$ cat src/include/fan_pkg.sv
// shared constants and carriers of the fibre link negotiation core
package fan_pkg;

	////////////////////////////////////////////////////////////////////////
	// timing: link timer of 10 ms at a 10 ns clock
	localparam int unsigned CLK_PERIOD_NS = 10;
	localparam int unsigned LINK_TIMER_MS = 10;
	localparam int unsigned LINK_TIMER_CYC = LINK_TIMER_MS * 1000000 / CLK_PERIOD_NS;
	localparam int unsigned LT_W = 21;
	localparam logic [LT_W-1:0] LINK_CYC_DEF = LT_W'(LINK_TIMER_CYC);

	////////////////////////////////////////////////////////////////////////
	// register indices; byte address is four times the index
	localparam int unsigned ADR_W = 6;
	localparam logic [3:0] REG_CTRL = 4'h0;
	localparam logic [3:0] REG_STAT = 4'h1;
	localparam logic [3:0] REG_ADV = 4'h4;
	localparam logic [3:0] REG_LP_BASE = 4'h5;
	localparam logic [3:0] REG_EXP = 4'h6;
	localparam logic [3:0] REG_NP_TX = 4'h7;
	localparam logic [3:0] REG_LP_NP = 4'h8;

	// control and status bit positions
	localparam int unsigned CTRL_RESET = 15;
	localparam int unsigned CTRL_AN_EN = 12;
	localparam int unsigned CTRL_LOW_PWR = 11;
	localparam int unsigned CTRL_RESTART = 9;
	localparam int unsigned STAT_COMPLETE = 5;
	localparam int unsigned STAT_AN_ABLE = 3;
	localparam int unsigned STAT_LINK = 2;
	localparam int unsigned EXP_NP_ABLE = 2;
	localparam int unsigned EXP_PAGE_RX = 1;

	// configuration word layout
	localparam int unsigned NP_BIT = 15;
	localparam int unsigned ACK_BIT = 14;
	localparam int unsigned TOG_BIT = 11;
	localparam logic [15:0] MASK_NOACK = 16'hbfff;
	localparam logic [15:0] ADV_WR_MASK = 16'hb1e0;

	// reset values
	localparam logic [15:0] ADV_RST = 16'h0020;
	localparam logic AN_EN_RST = 1'b1;

	////////////////////////////////////////////////////////////////////////
	// enumerations
	typedef enum logic [1:0] {XMIT_IDLE, XMIT_CONFIG, XMIT_DATA} fan_xmit_e;
	typedef enum logic [3:0] {ST_EN, ST_RESTART, ST_ABIL, ST_ACK, ST_CACK,
		ST_IDET, ST_LINK, ST_NPW, ST_DIS} fan_state_e;

	// receive carrier: one strobe per ordered set
	typedef struct packed {
		logic cfg_valid;
		logic idle;
		logic [15:0] word;
	} fan_rx_s;

	// complete state of the core
	typedef struct packed {
		fan_state_e st;
		fan_xmit_e xmit;
		logic [15:0] adv;
		logic [15:0] lp_adv;
		logic [15:0] lp_np;
		logic [15:0] np_tx;
		logic [15:0] txw;
		logic [15:0] ab_ref;
		logic [15:0] ack_ref;
		logic [15:0] ab_word;
		logic [1:0] ab_cnt;
		logic [1:0] ack_cnt;
		logic [1:0] idle_cnt;
		logic [LT_W-1:0] timer;
		logic [LT_W-1:0] sync_cnt;
		logic an_en;
		logic en_prev;
		logic low_pwr;
		logic main_rst;
		logic restart;
		logic np_loaded;
		logic page_rx;
		logic np_phase;
		logic np_rx;
		logic tog_rx;
		logic tog_tx;
		logic complete;
		logic rprio;
		logic ack;
		logic [31:0] dat;
	} fan_regs_s;

endpackage : fan_pkg

$ cat src/verilog/fan_core.sv
// Summary of operation
// - qualified sync fails after link timer
// - control bit 12 enables negotiation
// - hold 16-bit local advertised base page
// - store partner base or next page
// - page received needs ack and consistency
// - next-page-loaded flag tracks register seven
// - capture partner next page bit
// - power-on from supply or low power
// - resolve priority defaults off
// - defaulted variables revert outside setting states
// - track partner and local toggle bits
// - three-valued transmit source selector
// - transmit word from base or next page
// - ability match, three words ignoring ack
// - acknowledge match, three full words with ack
// - detect change of enable
// - consistency between ability and ack words
// - idle match after three idles
// - match indications restart on state entry
// - management reset and restart controls
// - link timer at least 10 ms
// - page received clears on expansion read
// - write sets next-page-loaded, machine clears
`timescale 1ns/100ps
module fan_core #(
	parameter logic [fan_pkg::LT_W-1:0] LINK_CYC = fan_pkg::LINK_CYC_DEF,
	parameter logic NP_ABLE = 1'b1
) (
	input wire logic clk_i,
	input wire logic sys_rst_i,
	input wire logic ce_i,
	input wire logic wb_cyc_i,
	input wire logic wb_stb_i,
	input wire logic wb_we_i,
	input wire logic [fan_pkg::ADR_W-1:0] wb_adr_i,
	input wire logic [3:0] wb_sel_i,
	input wire logic [31:0] wb_dat_i,
	output logic [31:0] wb_dat_o,
	output logic wb_ack_o,
	input wire fan_pkg::fan_rx_s rx_i,
	input wire logic sync_ok_i,
	input wire logic power_good_i,
	output fan_pkg::fan_xmit_e xmit_o,
	output logic [15:0] tx_cfg_word_o,
	output logic resolve_prio_o,
	output logic an_complete_o
);
	import fan_pkg::*;

	fan_regs_s r;
	fan_regs_s n;
	fan_state_e st_n;
	logic ab_match;
	logic ack_match;
	logic idle_match;
	logic consist;
	logic ab_zero;
	logic en_chg;
	logic sync_fail;
	logic power_on;
	logic t_done;
	logic wr_hit;
	logic rd_hit;
	logic [3:0] idx;
	logic [15:0] rd;

	// byte-lane merge of a 16-bit register
	function automatic logic [15:0] wmerge(input logic [15:0] old, input logic [31:0] d,
		input logic [3:0] sel);
		logic [15:0] res;
		res = old;
		if (sel[0])
		begin
			res[7:0] = d[7:0];
		end
		if (sel[1])
		begin
			res[15:8] = d[15:8];
		end
		return res;
	endfunction : wmerge

	////////////////////////////////////////////////////////////////////////
	// decoded conditions from the current state
	assign ab_match = (r.ab_cnt == 2'h3);
	assign ack_match = (r.ack_cnt == 2'h3) && r.ack_ref[ACK_BIT];
	assign idle_match = (r.idle_cnt == 2'h3);
	assign consist = ((r.ab_word & MASK_NOACK) == (r.ack_ref & MASK_NOACK));
	assign ab_zero = ((r.ab_ref & MASK_NOACK) == 16'h0000);
	assign en_chg = (r.an_en != r.en_prev);
	assign sync_fail = (r.sync_cnt >= LINK_CYC);
	assign power_on = !power_good_i || r.low_pwr;
	assign t_done = (r.timer >= LINK_CYC);
	assign idx = wb_adr_i[5:2];
	// write and clear-on-read act at the edge where the master sees ack
	assign wr_hit = wb_cyc_i && wb_stb_i && wb_we_i && r.ack;
	assign rd_hit = wb_cyc_i && wb_stb_i && !wb_we_i && r.ack;

	// read mux; reserved bits and unmapped words read zero
	always_comb
	begin
		rd = 16'h0000;
		case (idx)
			REG_CTRL:
			begin
				rd[CTRL_RESET] = r.main_rst;
				rd[CTRL_AN_EN] = r.an_en;
				rd[CTRL_LOW_PWR] = r.low_pwr;
				rd[CTRL_RESTART] = r.restart;
			end
			REG_STAT:
			begin
				rd[STAT_COMPLETE] = r.complete;
				rd[STAT_AN_ABLE] = 1'b1;
				rd[STAT_LINK] = (r.xmit == XMIT_DATA);
			end
			REG_ADV: rd = r.adv;
			REG_LP_BASE: rd = r.lp_adv;
			REG_EXP:
			begin
				rd[EXP_NP_ABLE] = NP_ABLE;
				rd[EXP_PAGE_RX] = r.page_rx;
			end
			REG_NP_TX: rd = r.np_tx;
			REG_LP_NP: rd = r.lp_np;
			default: rd = 16'h0000;
		endcase
	end

	////////////////////////////////////////////////////////////////////////
	// next-state logic for the whole core
	always_comb
	begin
		n = r;
		st_n = r.st;
		// bus slave: one wait state, ack drops in the cycle after it
		n.ack = wb_cyc_i && wb_stb_i && !r.ack;
		if (wb_cyc_i && wb_stb_i && !r.ack)
		begin
			n.dat = {16'h0000, rd};
		end
		// reset and restart act for one cycle then clear themselves
		n.main_rst = 1'b0;
		n.restart = 1'b0;
		n.en_prev = r.an_en;
		// sync qualification, saturating once the timer has elapsed
		if (sync_ok_i)
		begin
			n.sync_cnt = '0;
		end
		else if (!sync_fail)
		begin
			n.sync_cnt = r.sync_cnt + 1'b1;
		end
		if (!t_done)
		begin
			n.timer = r.timer + 1'b1;
		end
		// clear-on-read placed before the machine so a new page wins
		if (rd_hit && idx == REG_EXP)
		begin
			n.page_rx = 1'b0;
		end

		// match counters advance once per ordered set
		if (rx_i.idle)
		begin
			n.ab_cnt = 2'h0;
			n.ack_cnt = 2'h0;
			n.idle_cnt = idle_match ? 2'h3 : r.idle_cnt + 2'h1;
		end
		else if (rx_i.cfg_valid)
		begin
			n.idle_cnt = 2'h0;
			if (r.ab_cnt != 2'h0 && (rx_i.word & MASK_NOACK) == (r.ab_ref & MASK_NOACK))
			begin
				n.ab_cnt = ab_match ? 2'h3 : r.ab_cnt + 2'h1;
			end
			else
			begin
				n.ab_cnt = 2'h1;
				n.ab_ref = rx_i.word;
			end
			if (r.ack_cnt != 2'h0 && rx_i.word == r.ack_ref)
			begin
				n.ack_cnt = (r.ack_cnt == 2'h3) ? 2'h3 : r.ack_cnt + 2'h1;
			end
			else
			begin
				n.ack_cnt = 2'h1;
				n.ack_ref = rx_i.word;
			end
		end

		// negotiation sequence
		if (power_on || r.main_rst || r.restart || en_chg || sync_fail)
		begin
			st_n = ST_EN;
		end
		else
		begin
			case (r.st)
				ST_EN: st_n = r.an_en ? ST_RESTART : ST_DIS;
				ST_RESTART:
				begin
					if (t_done)
					begin
						st_n = ST_ABIL;
					end
				end
				ST_ABIL:
				begin
					if (ab_match && !ab_zero)
					begin
						st_n = ST_ACK;
					end
				end
				ST_ACK:
				begin
					if (ack_match && consist)
					begin
						st_n = ST_CACK;
					end
					else if ((ack_match && !consist) || (ab_match && ab_zero))
					begin
						st_n = ST_EN;
					end
				end
				ST_CACK:
				begin
					if (ab_match && ab_zero)
					begin
						st_n = ST_EN;
					end
					else if (t_done && ab_match)
					begin
						// continue with next pages only while either side has more
						if (r.adv[NP_BIT] && r.lp_adv[NP_BIT] && (r.np_rx || r.np_tx[NP_BIT]))
						begin
							if (r.np_loaded)
							begin
								st_n = ST_NPW;
							end
						end
						else
						begin
							st_n = ST_IDET;
						end
					end
				end
				ST_IDET:
				begin
					if (ab_match && ab_zero)
					begin
						st_n = ST_EN;
					end
					else if (t_done && idle_match)
					begin
						st_n = ST_LINK;
					end
				end
				ST_LINK:
				begin
					if (ab_match)
					begin
						st_n = ST_EN;
					end
				end
				ST_NPW:
				begin
					if (ab_match && ab_zero)
					begin
						st_n = ST_EN;
					end
					else if (ab_match && (r.tog_rx != r.ab_ref[TOG_BIT]))
					begin
						st_n = ST_ACK;
					end
				end
				ST_DIS: st_n = ST_DIS;
				default: st_n = ST_EN;
			endcase
		end
		n.st = st_n;

		// entry actions; match detection starts afresh in every state
		if (st_n != r.st)
		begin
			n.ab_cnt = 2'h0;
			n.ack_cnt = 2'h0;
			n.idle_cnt = 2'h0;
			case (st_n)
				ST_EN:
				begin
					n.page_rx = 1'b0;
					n.np_phase = 1'b0;
				end
				ST_RESTART:
				begin
					n.timer = '0;
					n.np_loaded = 1'b0;
				end
				ST_ABIL: n.tog_tx = r.adv[TOG_BIT];
				ST_ACK: n.ab_word = r.ab_ref;
				ST_CACK:
				begin
					n.timer = '0;
					n.np_rx = r.ack_ref[NP_BIT];
					n.tog_rx = r.ack_ref[TOG_BIT];
					n.tog_tx = !r.tog_tx;
					n.page_rx = 1'b1;
					if (r.np_phase)
					begin
						n.lp_np = r.ack_ref;
					end
					else
					begin
						n.lp_adv = r.ack_ref;
					end
				end
				ST_IDET: n.timer = '0;
				ST_NPW:
				begin
					n.np_loaded = 1'b0;
					n.np_phase = 1'b1;
				end
				default: n.timer = r.timer;
			endcase
		end

		// per-state outputs; defaulted ones fall back outside their states
		n.rprio = (st_n == ST_IDET) || (st_n == ST_LINK);
		n.complete = (st_n == ST_LINK);
		case (st_n)
			ST_EN: n.xmit = r.an_en ? XMIT_CONFIG : XMIT_IDLE;
			ST_IDET: n.xmit = XMIT_IDLE;
			ST_LINK, ST_DIS: n.xmit = XMIT_DATA;
			default: n.xmit = XMIT_CONFIG;
		endcase
		case (st_n)
			ST_EN, ST_RESTART: n.txw = 16'h0000;
			ST_ABIL: n.txw = r.adv & MASK_NOACK;
			ST_ACK: n.txw = r.txw | (16'h0001 << ACK_BIT);
			ST_NPW: n.txw = {r.np_tx[15], 1'b0, r.np_tx[13:12], n.tog_tx, r.np_tx[10:0]};
			default: n.txw = r.txw;
		endcase

		// register writes last so a loaded page is never lost
		if (wr_hit)
		begin
			case (idx)
				REG_CTRL:
				begin
					if (wb_sel_i[1])
					begin
						n.main_rst = wb_dat_i[CTRL_RESET];
						n.an_en = wb_dat_i[CTRL_AN_EN];
						n.low_pwr = wb_dat_i[CTRL_LOW_PWR];
						n.restart = wb_dat_i[CTRL_RESTART];
					end
				end
				REG_ADV: n.adv = wmerge(r.adv, wb_dat_i, wb_sel_i) & ADV_WR_MASK;
				REG_NP_TX:
				begin
					n.np_tx = wmerge(r.np_tx, wb_dat_i, wb_sel_i);
					n.np_loaded = 1'b1;
				end
				default: n.np_tx = n.np_tx;
			endcase
		end
	end

	////////////////////////////////////////////////////////////////////////
	// state register, frozen while the clock enable is low
	always_ff @(posedge clk_i or posedge sys_rst_i)
	begin
		if (sys_rst_i)
		begin
			r <= '0;
			r.st <= ST_EN;
			r.xmit <= XMIT_IDLE;
			r.adv <= ADV_RST;
			r.an_en <= AN_EN_RST;
			r.en_prev <= AN_EN_RST;
		end
		else if (ce_i)
		begin
			r <= n;
		end
	end

	// outputs straight from the state register
	assign wb_dat_o = r.dat;
	assign wb_ack_o = r.ack;
	assign xmit_o = r.xmit;
	assign tx_cfg_word_o = r.txw;
	assign resolve_prio_o = r.rprio;
	assign an_complete_o = r.complete;
endmodule : fan_core

$ cat config.mk
export PLATFORM = sky130hd
export DESIGN_NAME = fan_core
export DESIGN_NICKNAME = d
export VERILOG_FILES = /design/src/include/fan_pkg.sv /design/src/verilog/fan_core.sv
export SDC_FILE = /design/constraint.sdc
export NUM_CORES = 1
export LEC_CHECK = 0
export ABC_AREA = 1
export BUFFER_PORTS_ARGS = -buffer_cell sky130_fd_sc_hd__buf_2
export CAP_MARGIN = 20
export CELL_PAD_IN_SITES_DETAIL_PLACEMENT = 0
export CELL_PAD_IN_SITES_GLOBAL_PLACEMENT = 2
export CORE_UTILIZATION = 31
export DETAILED_ROUTE_END_ITERATION = 10
export PLACE_DENSITY_LB_ADDON = 0.2
export SLEW_MARGIN = 20
export SYNTH_ARGS = -nofsm -noshare
export SYNTH_HDL_FRONTEND = slang
export SYNTH_SLANG_ARGS = --single-unit
$ cat constraint.sdc
create_clock -name clk_i -period 6.4 [get_ports clk_i]
set_input_delay 1.28 -clock clk_i [delete_from_list [all_inputs] [get_ports clk_i]]
set_output_delay 1.28 -clock clk_i [all_outputs]
set_load 0.05 [all_outputs]
=== Yosys cells after proc, flatten, opt, wreduce, memory -nomap -nowiden ===
Index checks and enable logic that the tools add are counted.

* Equality and inequality tests: 34
* Add/sub/neg operators: 5
* Mux-type cells: 54
* Order comparisons: 2
* Bitwise logic cells: 5
* Reduce and logical (&&, ||, !) cells: 66

{| class="wikitable"
|+ Operators by type and width
! cell !! number
|-
| 16-bit case mux with 4 select lines || 1
|-
| 21-bit 2-to-1 mux || 3
|-
| 4-bit 2-to-1 mux || 15
|-
| 4-bit by 3-bit == test with 1-bit output, second input constant || 12
|-
| 21-bit by 1-bit adder with 21-bit output, second input constant || 2
|-
| 21-bit by 20-bit greater-or-equal comparator with 1-bit output, second input constant || 2
|-
| 21-bit case mux with 2 select lines || 1
|-
| 4-bit case mux with 9 select lines || 1
|-
| 4-bit AND reduction || 9
|-
| 15-bit == test || 2
|-
| 27-bit 2-to-1 mux || 1
|-
| 1-bit logical AND || 19
|-
| 6-bit 2-to-1 mux || 3
|-
| 16-bit == test || 1
|-
| 4-bit by 2-bit == test with 1-bit output, second input constant || 4
|-
| 16-bit logical NOT || 1
|-
| 2-bit 2-to-1 mux || 8
|-
| 1-bit case mux with 5 select lines || 3
|-
| 4-bit by 1-bit == test with 1-bit output, second input constant || 3
|-
| 4-bit == test, second input constant || 3
|-
| 4-bit logical NOT || 3
|-
| 1-bit case mux with 4 select lines || 3
|-
| 3-bit case mux with 4 select lines || 1
|-
| 3-bit AND reduction || 4
|-
| other kinds (23) || 61
|}

* Output and inout port bits: 53
* Input bits: 68
* Register bits after elaboration: 203
* Logic and storage cells: 199

=== Logic depth before layout (Yosys ltp) ===
* Depth in word-level cells: 14
* Mapped depth: 22
* Depth with buffers taken out: 21

=== Least setup slack after synthesis ===
Ideal clock, no wire load.

* Kind: input -> register
* Start: input power_good_i
* End: register r[102] (netlist bit)
* Cell stages on the path: 11
* Arrival time: 2.740 ns
* Setup time: 0.116 ns
* Data required time: 6.284 ns
* Setup slack: 3.544 ns
* Path buffers: 1
* Cell sequence: nand4_1 nor2_2 nand2_1 xor2_1 nor2_1 nand4_4 nand2_2 nor2_4 buf_4 nand2_1 nand2_1

* Word-level cells in the longest chain between the ends: 9
* Elaborated cells between the ends (all ways): 10
* Classes of those cells: eq/ne (2); mux (1); reduce/logical (7)

{| class="wikitable"
|+ RTL lines
! item !! line !! text
|-
| start: declaration || fan_core.sv:43 || <nowiki>input wire logic power_good_i,</nowiki>
|-
| 1-bit logical NOT (*) || fan_core.sv:93 || <nowiki>assign power_on = !power_good_i || r.low_pwr;</nowiki>
|-
| 1-bit logical OR (*) || fan_core.sv:93 ||
|-
| 1-bit logical OR (*) (4 in series) || fan_core.sv:197 || <nowiki>if (power_on || r.main_rst || r.restart || en_chg || sync_fail)</nowiki>
|-
| 4-bit 2-to-1 mux (*) || fan_core.sv:197 ||
|-
| 4-bit != test / 4-bit by 2-bit == test with 1-bit output (equally long branches) || fan_core.sv:288, fan_core.sv:293 ||
|-
| 3-bit AND reduction (no line) (*) || n/a ||
|-
| end signal: assignment || fan_core.sv:389 || <nowiki>r <= n;</nowiki>
|-
| end: declaration || fan_core.sv:51 || <nowiki>fan_regs_s r;</nowiki>
|}

Every way passes the cells marked *; elsewhere a longest branch is shown, timed or not.
A chain may end at the register's enable or synchronous reset.

=== Worst setup path in the final report ===
* Start: register r[126] (netlist bit)
* End: register r[81] (netlist bit)

* Word-level cells in the longest chain between the ends: 11
* Elaborated cells between the ends (all ways): 27
* Classes of those cells: eq/ne (8); mux (10); reduce/logical (9)

{| class="wikitable"
|+ RTL lines
! item !! line !! text
|-
| 16-bit logical NOT (*) || fan_core.sv:90 || <nowiki>assign ab_zero = ((r.ab_ref & MASK_NOACK) == 16'h0000);</nowiki>
|-
| 1-bit logical AND || n/a ||
|-
| 1-bit logical OR || fan_core.sv:225 || <nowiki>else if ((ack_match && !consist) || (ab_match && ab_zero))</nowiki>
|-
| 4-bit 2-to-1 mux || fan_core.sv:225 ||
|-
| 4-bit 2-to-1 mux || fan_core.sv:221 || <nowiki>if (ack_match && consist)</nowiki>
|-
| 4-bit case mux with 9 select lines (*) || fan_core.sv:203 || <nowiki>case (r.st)</nowiki>
|-
| 4-bit 2-to-1 mux (*) || fan_core.sv:197 ||
|-
| 4-bit by 3-bit == test with 1-bit output (tied with other cells) || fan_core.sv:293 || <nowiki>case (st_n)</nowiki>
|-
| 4-bit OR reduction (no line) / 3-bit OR reduction (equally long branches) || n/a ||
|-
| 21-bit case mux with 2 select lines / 3-bit != test (equally long branches) || n/a ||
|-
| 27-bit 2-to-1 mux / 2-bit AND reduction (equally long branches) || n/a ||
|}

Marked as above.

==> results.txt <==
The classification of the worst setup path is reg2reg. The power share of the sequential group came out at 0.440. The first global-routing pass estimated 49600 um of wire.

The endpoint kind of the worst setup timing path is a flop. Yosys attributes the largest share of cell area to dfrtp_1 (46%), nand2_1 (16%), inv_1 (4.9%). The cell area that synthesis handed to floorplanning was 10800 um2.

Setup repair after global routing left no endpoint under its margin. The routed length on met2 came out at 13300 um. The number of warnings issued by yosys came out at 0. The switching share of power came out at 0.284. The clock-pin slew on the worst setup and hold paths is 0.06 ns.

The critical path goes through nor2_1, nand3_1, nor2_1, nand3_1, nand2_1, nand3b_1, nor3_2, nand2_2, nand2_1, nand2_1, nand4_4, nand3_1, nand3b_1, nand2_1. The weighted congestion reported at the end of routability-driven placement is 0.788. The most common cell in the netlist is nand2_1.

The worst ir drop on vdd is 0.000213 V. In the final layout, the share of cells above drive strength 1 is 0.123. The layout-stage area growth over the synthesis result came out at 13.2%.

Of the total power, combinational logic draws 0.123. The number of antenna violations at the first check in global routing is 0. Sorting the synthesized cells by how often they occur yields nand2_1 (458), dfrtp_1 (198), inv_1 (140). The final net count came out at 1498. Once the clock tree was built, the setup fixing pass inserted 0 buffers. The worst max-slew margin expressed relative to the limit came out at 0.372.

The pin count of the biggest net entering global routing came out at 123. The share of total power in the clock network came out at 0.437. The final count of pins violating max slew was 0. The most numerous cell type found on the critical path is nand2_1. The reported net switching power came out at 0.954 mW. Pin placement for this block handled 121 I/O pins. TritonCTS built the clock tree. The via count is 8832. The number of setup violations in the final report came out at 0. The number of global-route vias before repair is 8706. For this run, design rule violations remaining after detail routing come to 0. Hold repair after CTS inserted 0 buffers. Summed over all nets, wire length on met3 after detailed routing comes to 1130 um. The peak fanout along the critical path came out at 21. After synthesis, the mean cell area works out to 7.79 um2.

The delay of the slowest cell on the worst path is 0.70 ns. The post-layout instance area is 12200 um2. After floorplanning, the core was sized to cover 33900 um2. The post-synthesis sequential element count is 201. The overall track demand over capacity in global routing came out at 0.175. After layout, the minimum clock period comes to 3.44 ns. The later-pin clock latency in the skew report came out at 0.54 ns. The aggregate global routing overflow is 0. The max-cap violation count came out at 0.

The number of buffers between clock root and the deepest sink is 3. Timing would allow up to 0.291 GHz. The detailed-route wire length came out at 30500 um. In this run the worst hold path is classified as reg2reg. The repair_antennas step left the layout with diodes totalling 0. The leakage component of the power came out at 6.15 nW.

The area share of the leading cell type in the synthesized netlist is 0.461. For the worst setup path, the data arrival time is 3.84 ns. The number of input and output port buffers inserted is 84.

Before antenna repair, the detailed router went through 4 iterations. For the final routed database, the setup TNS stands at 0 ns. The cell area reported after detailed placement came out at 11300 um2. The initial utilization of the core area, before any placement, comes to 0.318.

The post-cts gate resize count is 0. The placement row count came out at 67. Hold timing on the final database bottoms out at a slack of 0.456 ns. The wire length on met1 is 15600 um.

The share of async-settable or async-resettable flops after synthesis came out at 1.00. Routed signal wires occupy layers up through met4. The number of flops mapped to enable cells by yosys is 0. The library cell occupying the most area in the post-synthesis netlist is dfrtp_1. The internal portion of total power is 2.41 mW. The sequential element share of the synthesized area came out at 0.468. The number of failing hold endpoints at the final stage is 0. The power density relative to cell area is 276 nW/um2. The placed wire-length estimate after detailed placement came out at 22000 um. Dividing the detail-routed via count by the number of cells gives 4.67. The tree is rooted in a clkbuf_16.

The slew of the pin with the lowest slew margin came out at 0.939 ns. The final cycle utilization of the critical path came out at 0.538. The kind of start point of the critical path is a flop. The die width came out at 188 um. The vertical extent of the die is 188 um. The routed wirelength normalized by instance count came out at 16.1 um. The flow ran to the end, and the final reports show no timing, DRC or antenna violations. Data on the critical path is required at its endpoint by 6.80 ns.

After the first detailed-routing iteration, the DRC count stood at 510. The design draws 3.36 mW. The critical-path cell with the highest stage delay is nand3_1. The number of standard cells after synthesis came out at 1380. The remaining antenna violation count after routing is 0.

The floorplan die area is 35400 um2. The clock buffer count from CTS is 26. Yosys mapped the design onto 53 distinct sky130hd cell types. The worst clock skew is 0.0209 ns.

The most used flip-flop cell after synthesis is dfrtp_1. The clock sink total came out at 201. In this run the number of H-tree levels came out at 1.
==> sequential cells by signal, indices dropped and copies added (netlist names) <==
signal,count
wb_dat_o,16
resolve_prio_o,1
n,1
tx_cfg_word_o,16
an_complete_o,1
wb_ack_o,1
xmit_o,2
r,163
==> kinds of logic (layout without fill, tap and decap cells) <==
family                     after synthesis  in the layout  share of synthesized area
other                                    1             16                   0.000349
xor gates and xnor gates                38             38                     0.0309
AOI/OAI and AO/OA                      171            171                     0.0940
buffers and inverters                  239            288                      0.106
DFF                                    201            201                      0.468
and+or+nand+nor                        719            719                      0.289
muxes                                    7              7                    0.00733
adders and majority gates                4              4                    0.00465
==> path summary, 6_finish.rpt <==
kind                           to  depth (start not counted)  slack, ns      start
max                         r[81]                         14       2.96     r[126]
max reg2reg                 r[81]                         14       2.96     r[126]
min in group asynchronous   r[58]                          2       0.69  sys_rst_i
min reg2reg                r[204]                          2       0.46     r[204]
min                        r[204]                          2       0.46     r[204]
max in group asynchronous  r[188]                          3       4.74  sys_rst_i
==> placed cells by master, fill, tap and decap left out, types with 3 or more instances in the layout <==
| cell | count |
|---|---|
| nor2_1 | 78 |
| mux2_2 | 7 |
| nand3_1 | 81 |
| clkinv_1 | 3 |
| nor3b_1 | 6 |
| clkbuf_16 | 26 |
| xnor2_1 | 13 |
| nand2_1 | 458 |
| buf_2 | 84 |
| a221oi_1 | 11 |
| nor3_1 | 31 |
| a31oi_1 | 4 |
| clkbuf_1 | 5 |
| clkbuf_8 | 7 |
| nand4_1 | 18 |
| ha_1 | 4 |
| clkinv_2 | 5 |
| buf_4 | 5 |
| nand2_4 | 4 |
| nor3_2 | 3 |
| dfrtp_1 | 198 |
| xor2_1 | 25 |
| nand2_2 | 7 |
| o21ai_0 | 93 |
| o31ai_1 | 3 |
| nor4_1 | 4 |
| a21oi_1 | 16 |
| conb_1 | 16 |
| or2_2 | 4 |
| inv_1 | 139 |
| dfstp_2 | 3 |
| o2111ai_1 | 4 |
| o22ai_1 | 21 |
| nand3b_1 | 16 |
| inv_2 | 7 |
==> cell type report <==
class	instances	area (um2)
Clock buffer	38	766
Fill cell	3718	21700
Sequential cell	201	5030
Multi-Input combinational cell	955	4650
Tap cell	448	561
Clock inverter	8	101
Inverter	151	573
Timing Repair Buffer	91	489
==> critical path, delay by kind of cell (launching register included) <==
kind / cells / cell delay, ns
simple gates: 14 / 2.84
flops: 1 / 0.45
==> layer usage <==
metal,vias to the layer above,GRT usage
met1,4130,0.266
met4,0,0.0385
met3,37,0.0199
met2,172,0.264
met5,-,0
li1,4493,-
==> power groups by stage <==
| stage | Clock (mW) | Sequential (mW) | Combinational [mW] |
|---|---|---|---|
| floorplan | 0 | 1.46 | 0.330 |
| global placement | 0 | 1.50 | 0.415 |
| detailed placement | 0 | 1.50 | 0.417 |
| CTS | 1.52 | 1.48 | 0.420 |
| global route | 1.58 | 1.50 | 0.470 |
| finish | 1.47 | 1.48 | 0.412 |
==> stage by stage <==
step           instances  setup slack, ns  utilization
2_1_floorplan       1395             2.52            -
3_3_place_gp        1846             2.46        0.334
3_5_place_dp        1846             2.44        0.334
4_1_cts             1892             2.93        0.359
5_1_grt             1892             2.66        0.359
6_report            1892             2.96        0.359
(Power assumes the default switching activity.)
